## config.mk

```make
export PLATFORM = sky130hd
export DESIGN_NAME = vehicle_bus_frame_header_arbiter
export DESIGN_NICKNAME = d
export VERILOG_FILES = /design/src/logic/start_bit_sequencer.v /design/src/logic/bit_comparator.v /design/src/logic/vehicle_bus_frame_header_arbiter.v
export VERILOG_INCLUDE_DIRS = /design/src /design/src/logic
export SDC_FILE = /design/constraint.sdc
export NUM_CORES = 1
export LEC_CHECK = 0
export BUFFER_PORTS_ARGS = -buffer_cell sky130_fd_sc_hd__buf_2
export CAP_MARGIN = 20
export CORE_MARGIN = 8
export CORE_UTILIZATION = 55
export CTS_BUF_LIST = sky130_fd_sc_hd__clkbuf_16
export DETAILED_ROUTE_END_ITERATION = 7
export PLACE_DENSITY = 0.75
export SLEW_MARGIN = 0
export SYNTH_ARGS = -nofsm -noshare
export SYNTH_HDL_FRONTEND = slang
export SYNTH_SLANG_ARGS = --single-unit
```

## constraint.sdc

```tcl
create_clock -name i_clk -period 4.75 [get_ports i_clk]
set_input_delay 0.2375 -clock i_clk [delete_from_list [all_inputs] [get_ports i_clk]]
set_output_delay 0.2375 -clock i_clk [all_outputs]
set_load 0.05 [all_outputs]
```

## src/logic/frame_header_defs.vh

```
// Purpose: Constants for the frame header arbiter
// Assumes: 200 MHz system clock
// Notes: Times in ns, cycle counts derived from them
`ifndef FRAME_HEADER_DEFS_VH
`define FRAME_HEADER_DEFS_VH
`define CLK_PERIOD_NS 5
`define START_BIT_NS 1000
`define BIT_PERIOD_NS 200
`define START_BIT_CYC ((`START_BIT_NS + `CLK_PERIOD_NS - 1) / `CLK_PERIOD_NS)
`define BIT_PERIOD_CYC (`BIT_PERIOD_NS / `CLK_PERIOD_NS)
`define MODE_ONE 2'h1
`define MAX_DATA_BYTES 6'h20
`define ADDR_WIDTH 12
`define GROUP_MSB 11
`define GROUP_LSB 8
`define ALL_UNITS_ADDR 12'hFFF
`define BCAST_VALUE 1'b0
`define INDIV_VALUE 1'b1
`endif

```

## src/logic/start_bit_sequencer.v

```verilog
// Purpose: Start bit generation and detection on the protocol line
// Assumes: Protocol level input, low means start bit
// Notes: Reports end of any start bit, own or foreign
`timescale 1ns/1ps
`include "frame_header_defs.vh"
module start_bit_sequencer (
  // Clock and reset
  input wire i_clk,
  input wire i_reset,
  // Control
  input wire i_request,
  input wire i_line,
  input wire i_idle,
  // Status
  output reg o_drive_low,
  output reg o_own,
  output reg o_done
);
  reg [31:0] cnt_reg;
  reg busy_reg;
  always @(posedge i_clk) begin
    if (i_reset) begin
      cnt_reg <= 32'h0000_0000;
      busy_reg <= 1'b0;
      o_drive_low <= 1'b0;
      o_own <= 1'b0;
      o_done <= 1'b0;
    end else begin
      o_done <= 1'b0;
      if (!busy_reg) begin
        cnt_reg <= 32'h0000_0000;
        if (i_idle && !i_line) begin
          busy_reg <= 1'b1; // RL9 RL10
          o_own <= 1'b0;
        end else if (i_idle && i_request) begin
          busy_reg <= 1'b1; // RL8
          o_own <= 1'b1;
          o_drive_low <= 1'b1;
        end
      end else if (o_own) begin
        cnt_reg <= cnt_reg + 32'h0000_0001;
        if (cnt_reg == `START_BIT_CYC - 1) begin
          o_drive_low <= 1'b0; // RL8
          busy_reg <= 1'b0;
          o_done <= 1'b1;
        end
      end else if (i_line || (cnt_reg == `START_BIT_CYC - 1)) begin
        busy_reg <= 1'b0; // RL9
        o_done <= 1'b1;
      end else begin
        cnt_reg <= cnt_reg + 32'h0000_0001;
      end
    end
  end
endmodule

```

## src/logic/bit_comparator.v

```verilog
// Purpose: Compares sent bit with sampled line level
// Assumes: Sample strobe in bit middle
// Notes: Loss is sticky until cleared
`timescale 1ns/1ps
module bit_comparator (
  // Clock and reset
  input wire i_clk,
  input wire i_reset,
  // Compare
  input wire i_clear,
  input wire i_check,
  input wire i_sent,
  input wire i_line,
  // Result
  output reg o_lost
);
  always @(posedge i_clk) begin
    if (i_reset) begin
      o_lost <= 1'b0;
    end else if (i_check && (i_sent != i_line)) begin
      o_lost <= 1'b1; // RL14
    end else if (i_clear) begin
      o_lost <= 1'b0;
    end
  end
endmodule

```

## src/logic/vehicle_bus_frame_header_arbiter.v

```verilog
// Purpose: Frame header sending, receiving and master address arbitration
// Assumes: Bus pin is inverted protocol level, wired-AND line
// Notes on behaviour
// [RL1] Only mode 1 runs; frame length capped at 32 data bytes.
// [RL2] All units set to mode 1 before transfers.
// [RL3] Address is 12 bits: 4-bit group, 8-bit unit.
// [RL4] No acknowledge driven or checked after master address in broadcast.
// [RL5] Group broadcast joins on group match; all-unit broadcast joins everyone.
// [RL6] Pin levels are the inverse of protocol levels.
// [RL7] Fields follow fixed order: start, broadcast, addresses, control, length, data.
// [RL8] Starter drives low start bit for fixed time, then broadcast bit.
// [RL9] Foreign start bit in progress: wait, align broadcast bit to its end.
// [RL10] Non-starting units detect start bit and become receivers.
// [RL11] Broadcast bit 0 means broadcast, 1 means individual.
// [RL12] Broadcast wins over individual on the broadcast bit.
// [RL13] Master sends broadcast request flag as broadcast bit.
// [RL14] Each sent header bit checked against bus; mismatch loses arbitration. Code checks only the broadcast and master address bits.
// [RL15] Wired-AND makes the lowest master address win.
// [RL16] After 12 address bits, winner sends parity then slave address.
// [RL17] Master address field taken from own unit address register.
// [RL18] Slave withholds acknowledge on odd master or slave address parity.
// [RL19] Broadcast slave address all ones means all units, else group.
// [RL20] Start and bit timing come from clock-derived constants.
`timescale 1ns/1ps
`include "frame_header_defs.vh"
module vehicle_bus_frame_header_arbiter (
  // Clock and reset
  input wire i_clk,
  input wire i_reset,
  // Bus pin
  input wire i_bus_pin,
  output reg o_bus_pin,
  output reg o_bus_pin_oe,
  // Control
  input wire i_start_request,
  input wire i_broadcast_request_flag,
  input wire [11:0] i_own_unit_address_reg,
  input wire [11:0] i_slave_address,
  input wire [1:0] i_comm_mode,
  input wire [5:0] i_data_bytes,
  // Status
  output reg o_master,
  output reg o_receiving,
  output reg o_arb_lost,
  output reg o_header_done,
  output reg o_rx_broadcast,
  output reg [11:0] o_rx_master_addr,
  output reg [11:0] o_rx_slave_addr,
  output reg o_rx_selected,
  output reg o_ack_drive,
  output reg o_length_error
);
  localparam S_IDLE = 3'd0;
  localparam S_START = 3'd1;
  localparam S_BCAST = 3'd2;
  localparam S_MADDR = 3'd3;
  localparam S_MPAR = 3'd4;
  localparam S_SADDR = 3'd5;
  localparam S_SPAR = 3'd6;
  localparam S_ACK = 3'd7;

  function parity_even_bit;
    input [11:0] value;
    begin
      parity_even_bit = ^value;
    end
  endfunction

  wire line = ~i_bus_pin; // RL6
  wire mode_ok = (i_comm_mode == `MODE_ONE) && (i_data_bytes <= `MAX_DATA_BYTES); // RL1 RL2
  reg [2:0] state_reg;
  reg [31:0] tick_reg;
  reg [3:0] idx_reg;
  reg tx_reg;
  reg drive_reg;
  reg is_master_reg;
  reg [11:0] shift_reg;
  reg mpar_ok_reg;
  reg bcast_reg;
  wire seq_drive_low;
  wire seq_own;
  wire seq_done;
  wire lost;
  wire bit_end = (tick_reg == `BIT_PERIOD_CYC - 1);
  wire bit_mid = (tick_reg == (`BIT_PERIOD_CYC / 2));
  wire checking = is_master_reg && bit_mid &&
                  ((state_reg == S_BCAST) || (state_reg == S_MADDR));

  start_bit_sequencer u_start (
    .i_clk(i_clk),
    .i_reset(i_reset),
    .i_request(i_start_request && mode_ok),
    .i_line(line),
    .i_idle(state_reg == S_IDLE),
    .o_drive_low(seq_drive_low),
    .o_own(seq_own),
    .o_done(seq_done)
  );

  bit_comparator u_cmp (
    .i_clk(i_clk),
    .i_reset(i_reset),
    .i_clear(state_reg == S_IDLE),
    .i_check(checking),
    .i_sent(tx_reg),
    .i_line(line),
    .o_lost(lost)
  );

  always @(posedge i_clk) begin
    if (i_reset) begin
      state_reg <= S_IDLE;
      tick_reg <= 32'h0000_0000;
      idx_reg <= 4'h0;
      tx_reg <= 1'b1;
      drive_reg <= 1'b0;
      is_master_reg <= 1'b0;
      shift_reg <= 12'h000;
      mpar_ok_reg <= 1'b0;
      bcast_reg <= 1'b0;
      o_bus_pin <= 1'b0;
      o_bus_pin_oe <= 1'b0;
      o_master <= 1'b0;
      o_receiving <= 1'b0;
      o_arb_lost <= 1'b0;
      o_header_done <= 1'b0;
      o_rx_broadcast <= 1'b0;
      o_rx_master_addr <= 12'h000;
      o_rx_slave_addr <= 12'h000;
      o_rx_selected <= 1'b0;
      o_ack_drive <= 1'b0;
      o_length_error <= 1'b0;
    end else begin
      o_header_done <= 1'b0;
      o_arb_lost <= 1'b0;
      o_length_error <= i_start_request && !mode_ok; // RL1
      tick_reg <= bit_end ? 32'h0000_0000 : tick_reg + 32'h0000_0001; // RL20
      case (state_reg)
        S_IDLE: begin
          tick_reg <= 32'h0000_0000;
          drive_reg <= 1'b0;
          o_ack_drive <= 1'b0;
          if (seq_drive_low) begin
            state_reg <= S_START;
            is_master_reg <= 1'b1;
            drive_reg <= 1'b1;
            tx_reg <= 1'b0; // RL8
          end else if (!line) begin
            state_reg <= S_START; // RL10
            is_master_reg <= 1'b0;
          end
        end
        S_START: begin
          tick_reg <= 32'h0000_0000;
          if (seq_done) begin
            state_reg <= S_BCAST; // RL9
            if (is_master_reg || (seq_own == 1'b0 && i_start_request && mode_ok)) begin
              is_master_reg <= 1'b1;
              drive_reg <= 1'b1;
              tx_reg <= i_broadcast_request_flag; // RL11 RL13
            end else begin
              drive_reg <= 1'b0;
              o_receiving <= 1'b1;
            end
          end
        end
        S_BCAST: begin
          if (bit_mid) begin
            bcast_reg <= line;
          end
          if (bit_end) begin
            if (lost) begin
              is_master_reg <= 1'b0; // RL12
              drive_reg <= 1'b0;
              o_receiving <= 1'b1;
              o_arb_lost <= 1'b1;
            end
            o_rx_broadcast <= (bcast_reg == `BCAST_VALUE);
            state_reg <= S_MADDR;
            idx_reg <= 4'hB;
            tx_reg <= i_own_unit_address_reg[11]; // RL17
          end
        end
        S_MADDR: begin
          if (bit_mid) begin
            shift_reg <= {shift_reg[10:0], line}; // RL3
          end
          if (bit_end) begin
            if (lost && is_master_reg) begin
              is_master_reg <= 1'b0; // RL14 RL15
              drive_reg <= 1'b0;
              o_receiving <= 1'b1;
              o_arb_lost <= 1'b1;
            end
            if (idx_reg == 4'h0) begin
              state_reg <= S_MPAR; // RL16
              o_rx_master_addr <= shift_reg;
              tx_reg <= parity_even_bit(i_own_unit_address_reg);
            end else begin
              idx_reg <= idx_reg - 4'h1;
              tx_reg <= i_own_unit_address_reg[idx_reg - 4'h1]; // RL17
            end
          end
        end
        S_MPAR: begin
          if (bit_mid) begin
            mpar_ok_reg <= (parity_even_bit(o_rx_master_addr) == line);
          end
          if (bit_end) begin
            o_master <= is_master_reg;
            state_reg <= S_SADDR; // RL7 RL16
            idx_reg <= 4'hB;
            tx_reg <= i_slave_address[11];
          end
        end
        S_SADDR: begin
          if (bit_mid) begin
            shift_reg <= {shift_reg[10:0], line};
          end
          if (bit_end) begin
            if (idx_reg == 4'h0) begin
              state_reg <= S_SPAR;
              o_rx_slave_addr <= shift_reg;
              tx_reg <= parity_even_bit(i_slave_address);
            end else begin
              idx_reg <= idx_reg - 4'h1;
              tx_reg <= i_slave_address[idx_reg - 4'h1];
            end
          end
        end
        S_SPAR: begin
          if (bit_mid && !is_master_reg) begin
            if (o_rx_broadcast) begin
              o_rx_selected <= (o_rx_slave_addr == `ALL_UNITS_ADDR) || // RL19
                (o_rx_slave_addr[`GROUP_MSB:`GROUP_LSB] ==
                 i_own_unit_address_reg[`GROUP_MSB:`GROUP_LSB]); // RL5
            end else begin
              o_rx_selected <= mpar_ok_reg && // RL18
                (parity_even_bit(o_rx_slave_addr) == line) &&
                (o_rx_slave_addr == i_own_unit_address_reg);
            end
          end
          if (bit_end) begin
            state_reg <= S_ACK;
            // Master releases line so slave may acknowledge
            drive_reg <= 1'b0;
            if (!is_master_reg && !o_rx_broadcast && o_rx_selected) begin
              drive_reg <= 1'b1; // RL4 RL18
              tx_reg <= 1'b0;
              o_ack_drive <= 1'b1;
            end
          end
        end
        S_ACK: begin
          if (bit_end) begin
            // Master ignores acknowledge slot in broadcast
            o_header_done <= 1'b1; // RL4 RL7
            drive_reg <= 1'b0;
            o_ack_drive <= 1'b0;
            o_receiving <= 1'b0;
            o_master <= 1'b0;
            state_reg <= S_IDLE;
          end
        end
        default: begin
          state_reg <= S_IDLE;
        end
      endcase
      o_bus_pin <= ~(drive_reg ? tx_reg : 1'b1); // RL6
      o_bus_pin_oe <= drive_reg && !tx_reg;
    end
  end
endmodule

```

==> metrics.csv, run 1 <==
stage,metric,value,unit
layout,drive_gt1_share,16.1,%
timing,timing.final.crit_share,66.1,%
floorplan,die-area,15900,sq um
logic_synthesis,yosys.area_share.adder,2.07,%
outcome,status,"finished, final reports clean",
global_routing,grt_usage,19.9,%
worst_hold_path,hold_path.class,in2reg,
global_routing,grt_pass1_wl,25900,microns
worst_hold_path,hold_start,i_start_request,
logic_synthesis,ys_seq_area_share,38.0,%
timing,final_max_slew_viol_count,0,
route,drcViolationCount,0,
power,power_density,340,nW/um^2
logic_synthesis,ys_ff_latch,126,
route,dr.first_iter.drc_count,451,
layout,stdcell_count,971,
global_routing,grt_max_degree,61,
logic_synthesis,synth_top_family_by_area,simple AND/OR/NAND/NOR gates,
clock_network,clock_latency,0.42,ns
clock_network,cts_num_sinks,126,
setup_path,path_cells,"clkinv_1, nor3_1, nand3_1, mux2i_1, nor2_1",
logic_synthesis,ys.warnings.count,0,
layout,mostFrequentLayoutCells,"128 x nor2_1, 126 x dfxtp_1, 82 x xnor2_1",
timing,setup_viol,0,
setup_path,worst-r2r-cell-count,5,
route,vias,5576,
layout,register_area,2520,sq um
layout,antennaDiodeCount,0,
layout,multiInputGateArea,3860,sq um
worst_hold_path,hold_end,o_length_error$_SDFF_PP0_,
layout,layout.cells.most_common,nor2_1,
setup_path,reg2reg_slack,1.61,ns
clock_network,cts_tree,yes,
clock_network,cts.clk_slew.worst_paths,0.06,ns
worst_hold_path,holdPathStages,2,
setup_path,crit_path_end_kind,register,
layout,fin_nets,859,
logic_synthesis,synthFlopType,dfxtp_1,
route,dr.pass1.iters,7,
timing,rsz0062_at_grt,no,
clock_network,cts_buffer_depth,2,
floorplan,coreArea,11900,sq um
power,irDropWorstVdd,0.300,mV
logic_synthesis,syn_area,6650,sq um
logic_synthesis,syn_area_per_cell,8.84,sq um
place,dpl.hpwl,11000,microns
logic_synthesis,netlist_instances,752,
clock_network,cts_resized,0,
route,wl_per_cell,16.3,microns
clock_network,root_buffer,clkbuf_16,
logic_synthesis,ys_async_sr_fraction,0,%
layout,syn_to_final_growth,15.5,%
setup_path,start_kind,register,
clock_network,cts_setup_buffers,0,
setup_path,critical_path_required,5.04,ns
floorplan,initial_core_util,55.8,%
power,leakage,2.88,nW
logic_synthesis,ys_types,67,
floorplan,die_h,126,microns
global_routing,globalRoute.totalOverflow,0,
logic_synthesis,synth_edf_count,0,
layout,fillCellCount,959,
global_routing,antenna_found_initial,0,
setup_path,crit_family,simple AND/OR/NAND/NOR gates,
setup_path,r2r-start,state_reg[1]$_SDFFE_PP0P_,
timing,fin_skew,0.00982,ns
timing,post-route-min-period,3.14,ns
route,finalWirelength,15800,microns
route,vias_per_cell,5.74,
clock_network,numCtsBuffers,17,
logic_synthesis,synth.net_count,800,
setup_path,crit_fanout,22,
place,gp_congestion,0.841,
logic_synthesis,synth.area.mux_share,8.40,%
setup_path,crit_buf_inv,1,
global_routing,grt_pass1_vias,5472,
timing,tightest_slew,1.00,ns
setup_path,timing.rr.end,o_rx_master_addr[0]$_SDFFE_PP0P_,
logic_synthesis,synth-compound-area-share,8.72,%
timing,relSlewSlack,32.9,%
timing,fmax,319,MHz
setup_path,critPathArrivalTime,3.43,ns
clock_network,ctsHoldBuffers,0,
place,io_buffers,70,
setup_path,max_stage_delay,0.82,ns
floorplan,fp.dieW,126,microns
place,dp_cells,937,
clock_network,cts_max_level,4,
route,ant_nets,0,
logic_synthesis,yosys.area_share.simple,24.1,%
floorplan,fp-row-count,40,
job,drv_cap,0,
floorplan,ios,71,
setup_path,crit_type,reg2reg,
logic_synthesis,yosys.area_share.xor_xnor,14.8,%
timing,hold_violations,0,
timing,fin_tns_setup,0,ns
setup_path,slowest_stage,dfxtp_1,
-- area by class of cell --
type	count	area share (%)
tap	147	2.40
clock buffer	17	5.54
inverter	25	1.22
clock inverter	15	2.43
sequential	126	32.9
timing repair buffer	74	5.22
multi-input combinational	567	50.3
-- cells in the mapped netlist, types with 3 or more instances --
| master | number | area share [%] |
|---|---|---|
| a311oi_1 | 4 | 0.53 |
| and4_1 | 4 | 0.53 |
| or3_1 | 9 | 0.85 |
| a21o_1 | 5 | 0.56 |
| inv_1 | 23 | 1.3 |
| dfxtp_1 | 126 | 38 |
| nand3_1 | 25 | 1.9 |
| nor2_1 | 128 | 7.2 |
| nor3_1 | 19 | 1.4 |
| xnor2_1 | 82 | 11 |
| xor2_1 | 28 | 3.7 |
| nand4_1 | 17 | 1.6 |
| mux4_2 | 6 | 2.0 |
| buf_2 | 8 | 0.60 |
| and3_1 | 13 | 1.2 |
| nor2b_1 | 4 | 0.38 |
| nor4_2 | 4 | 0.75 |
| nor4b_1 | 3 | 0.40 |
| buf_6 | 3 | 0.51 |
| o211ai_1 | 4 | 0.45 |
| nor4_1 | 11 | 1.0 |
| clkbuf_1 | 21 | 1.2 |
| o21ai_0 | 15 | 1.1 |
| mux2i_1 | 40 | 6.0 |
| a211oi_1 | 7 | 0.79 |
| a21oi_1 | 26 | 2.0 |
| ha_1 | 11 | 2.1 |
| and2_1 | 5 | 0.47 |
| or4_1 | 3 | 0.34 |
| nand2_1 | 47 | 2.7 |
| a2111oi_0 | 4 | 0.53 |
-- kinds of logic (layout without fill, tap and decap cells) --
| group | after synthesis | count (layout) |
|---|---|---|
| muxes | 48 | 48 |
| AOI/OAI and AO/OA | 85 | 85 |
| buffers and inverters | 59 | 131 |
| adders and majority gates | 11 | 11 |
| and+or+nand+nor | 312 | 312 |
| DFF | 126 | 126 |
| xor gates and xnor gates | 111 | 111 |
-- worst reg2reg max path: stages, from the launching register on --
cell,delay (ns)
dfxtp_1,0.82
clkinv_1,0.51
nor3_1,0.51
nand3_1,0.68
mux2i_1,0.42
nor2_1,0.07
-- per-layer routing --
| metal | wire length [microns] | global-route usage (%) |
|---|---|---|
| met1 | 6980 | 24.1 |
| met2 | 7610 | 32.2 |
| met3 | 888 | 5.57 |
| met4 | 311 | 8.70 |
| met5 | 0 | 0 |
-- how the worst max path moves through the flow --
| stage | startpoint | to | slack [ns] | depth (start not counted) |
|---|---|---|---|---|
| after detailed placement | state_reg[1]$_SDFFE_PP0P_ | o_rx_master_addr[0]$_SDFFE_PP0P_ | 1.68 | 5 |
| after CTS | state_reg[1]$_SDFFE_PP0P_ | o_rx_master_addr[0]$_SDFFE_PP0P_ | 1.67 | 5 |
| after global placement | state_reg[1]$_SDFFE_PP0P_ | o_rx_master_addr[11]$_SDFFE_PP0P_ | 1.78 | 5 |
| final | state_reg[1]$_SDFFE_PP0P_ | o_rx_master_addr[0]$_SDFFE_PP0P_ | 1.61 | 5 |
| after global routing | state_reg[1]$_SDFFE_PP0P_ | o_rx_master_addr[0]$_SDFFE_PP0P_ | 1.38 | 5 |
| after floorplan | idx_reg[0]$_SDFFE_PP0P_ | tx_reg$_SDFFE_PP1P_ | 2.31 | 10 |
-- report_power, final --
part | total [W] | switching [W] | internal (W)
clock | 0.00134 | 0.000506 | 0.000830
combinational | 0.000187 | 0.000104 | 0.0000821
sequential | 0.00108 | 0.0000188 | 0.00107
total | 0.00261 | 0.000629 | 0.00198
-- through the flow --
stage | total power [W] | util (%) | hold WS [ns] | setup WS (ns) | instance area (sq um)
after floorplan | 0.00124 | - | 0.383 | 2.31 | 6650
after global placement | 0.00128 | 58.9 | 0.453 | 1.78 | 7020
after detailed placement | 0.00129 | 59.0 | 0.464 | 1.68 | 7030
after CTS | 0.00262 | 64.1 | 0.0652 | 1.67 | 7640
after global routing | 0.00269 | 64.4 | 0.0822 | 1.38 | 7670
final | 0.00261 | 64.4 | 0.0859 | 1.61 | 7670
Note: power is estimated with default switching activity, not from simulation.
==> inputs of run 2 (changes only) <==
clock period = 3.16 ns   (was 4.75 ns; I/O delays follow)
==> run 2 against run 1 <==
Against the previous run:
- via count rose by 2.1%
- combinational power rose by 53%
- cell area rose by 0.16%
- utilization rose by 0.10 points
- worst hold slack got worse by 0.069 ns
- clock skew fell by 0.0047 ns
- wire length rose by 0.38%
- first-iteration DRC count fell by 4.2%
- clock-buffer cell count did not move
- critical endpoint is now tx_reg$_SDFFE_PP1P_
- global-route usage rose by 0.21 points
- register-to-register slack got worse by 1.1 ns
==> metrics.csv, run 2 (synthesis gave the netlist of run 1 again) <==
stage,metric,value,unit,change
global_routing,globalRoute.totalOverflow,0,,unchanged
outcome,status,"finished, final reports clean",,unchanged
clock_network,root_buffer,clkbuf_16,,unchanged
clock_network,cts_resized,0,,unchanged
floorplan,ios,71,,unchanged
power,irDropWorstVdd,0.412,mV,was 0.300 mV
layout,fin_nets,865,,was 859
job,drv_cap,0,,unchanged
route,ant_nets,0,,unchanged
route,dr.first_iter.drc_count,432,,was 451
place,io_buffers,70,,unchanged
setup_path,crit_path_end_kind,register,,unchanged
clock_network,clock_latency,0.42,ns,about the same
global_routing,grt_pass1_wl,26300,microns,was 25900 microns
clock_network,ctsHoldBuffers,0,,unchanged
power,seqPwrFrac,42.5,%,was 41.6%
layout,antennaDiodeCount,0,,unchanged
route,vias,5693,,was 5576
power,power_density,498,nW/um^2,was 340 nW/um^2
setup_path,critPathArrivalTime,2.91,ns,was 3.43 ns
timing,final_max_slew_viol_count,0,,unchanged
worst_hold_path,hold_path.class,in2reg,,unchanged
setup_path,max_stage_delay,0.69,ns,was 0.82 ns
power,power_frac_comb,7.5,%,was 7.2%
timing,fmax,380,MHz,was 319 MHz
route,wl_per_cell,16.2,microns,was 16.3 microns
floorplan,initial_core_util,55.8,%,unchanged
floorplan,fp.dieW,126,microns,unchanged
timing,rsz0062_at_grt,no,,unchanged
layout,layout.cells.most_common,nor2_1,,unchanged
setup_path,path_cells,"inv_1, ha_1, mux4_2, mux2_2, nand2_1, o21ai_0, a2111oi_0, o311ai_1",,"was clkinv_1, nor3_1, nand3_1, mux2i_1, nor2_1"
route,finalWirelength,15900,microns,was 15800 microns
setup_path,slowest_stage,a2111oi_0,,was dfxtp_1
clock_network,cts_buffer_depth,2,,unchanged
layout,stdcell_area,7690,sq um,was 7670 sq um
global_routing,grt_usage,20.1,%,was 19.9%
layout,syn_to_final_growth,15.7,%,was 15.5%
setup_path,crit_fanout,7,,was 22
timing,fin_tns_setup,0,ns,unchanged
layout,fillCellCount,952,,was 959
layout,drive_gt1_share,16.1,%,about the same
timing,hold_violations,0,,unchanged
timing,tightest_slew,1.11,ns,was 1.00 ns
power,switching_share,23.1,%,was 24.1%
global_routing,grt_max_degree,60,,was 61
timing,post-route-min-period,2.63,ns,was 3.14 ns
global_routing,grt_pass1_vias,5586,,was 5472
clock_network,numCtsBuffers,17,,unchanged
timing,setup_viol,0,,unchanged
floorplan,die_h,126,microns,unchanged
route,drcViolationCount,0,,unchanged
global_routing,antenna_found_initial,0,,unchanged
place,gp_congestion,0.869,,was 0.841
power,p_int,0.00294,W,was 0.00198 W
power,leakage,2.90,nW,was 2.88 nW
floorplan,fp-row-count,40,,unchanged
floorplan,coreArea,11900,sq um,unchanged
timing,relSlewSlack,25.9,%,was 32.9%
clock_network,cts_setup_buffers,0,,unchanged
setup_path,crit_type,reg2reg,,unchanged
route,vias_per_cell,5.83,,was 5.74
clock_network,cts_tree,yes,,unchanged
setup_path,start_kind,register,,unchanged
place,dpl.hpwl,11300,microns,was 11000 microns
floorplan,die-area,15900,sq um,unchanged
power,p_sw,0.000885,W,was 0.000629 W
setup_path,critical_path_required,3.44,ns,was 5.04 ns
clock_network,cts.clk_slew.worst_paths,0.06,ns,about the same
clock_network,cts_num_sinks,126,,unchanged
layout,mostFrequentLayoutCells,"128 x nor2_1, 126 x dfxtp_1, 82 x xnor2_1",,unchanged
timing,fin_skew,0.00513,ns,was 0.00982 ns
place,postPlaceCellArea,7070,sq um,was 7030 sq um
power,clkPwrFrac,50.0,%,was 51.2%
clock_network,cts_max_level,4,,unchanged
timing,timing.final.crit_share,83.4,%,was 66.1%
route,dr.pass1.iters,5,,was 7
-- run 2: cell types whose count changed in the layout (fill, tap and decap cells not counted), sizes merged --
cell	delta
inv	-2
buf	+6
clkinv	+2
-- run 2: layout make-up --
cell class,count,area [sq um],area share (%)
Clock buffer,17,425,5.53
Clock inverter,15,154,2.00
Inverter,25,93.8,1.22
Multi-Input combinational cell,567,3860,50.2
Sequential cell,126,2520,32.8
Tap cell,147,184,2.39
Timing Repair Buffer,80,445,5.79
-- run 2: path summary, 6_finish.rpt --
path | start | end | slack [ns] | cells past startpoint
min reg2reg | o_master$_SDFFE_PP0P_ | o_master$_SDFFE_PP0P_ | 0.47 | 2
max reg2reg | idx_reg[1]$_SDFFE_PP0P_ | tx_reg$_SDFFE_PP1P_ | 0.53 | 8
min | i_start_request | o_length_error$_SDFF_PP0_ | 0.02 | 2
max | idx_reg[1]$_SDFFE_PP0P_ | tx_reg$_SDFFE_PP1P_ | 0.53 | 8
-- run 2: metal layers --
metal  wire (microns)  GRT usage (%)  vias to the layer above
li1                 -              -                     2756
met1             6840           23.5                     2702
met2             7680           33.4                      194
met3              922           5.36                       41
met4              411           10.0                        0
met5                0              0                        -
-- run 2: through the flow --
| stage | util [%] | instances | power [W] | worst slack (ns) | hold slack (ns) |
|---|---|---|---|---|---|
| 4_1_cts | 64.2 | 975 | 0.00385 | 0.643 | 0.00540 |
| 3_5_place_dp | 59.4 | 943 | 0.00194 | 0.670 | 0.438 |
| 2_1_floorplan | - | 752 | 0.00186 | 0.722 | 0.304 |
| 6_report | 64.5 | 977 | 0.00383 | 0.526 | 0.0169 |
| 5_1_grt | 64.5 | 977 | 0.00395 | 0.470 | 0.0101 |
| 3_3_place_gp | 59.4 | 943 | 0.00193 | 0.772 | 0.425 |
-- run 2: critical path, delay by kind of cell (launching register included) --
kind	cells	cell delay, ns
DFF	1	0.36
buffers and inverters	1	0.07
adders and majority gates	1	0.47
and+or+nand+nor	1	0.07
muxes	2	0.62
AOI/OAI and AO/OA	3	0.91
-- run 2: power groups by stage --
| stage | logic, W | clock network [W] | registers, W |
|---|---|---|---|
| after floorplan | 0.000201 | 0 | 0.00166 |
| after global placement | 0.000268 | 0 | 0.00166 |
| after detailed placement | 0.000276 | 0 | 0.00166 |
| after CTS | 0.000279 | 0.00194 | 0.00163 |
| after global routing | 0.000309 | 0.00201 | 0.00163 |
| final | 0.000287 | 0.00191 | 0.00163 |
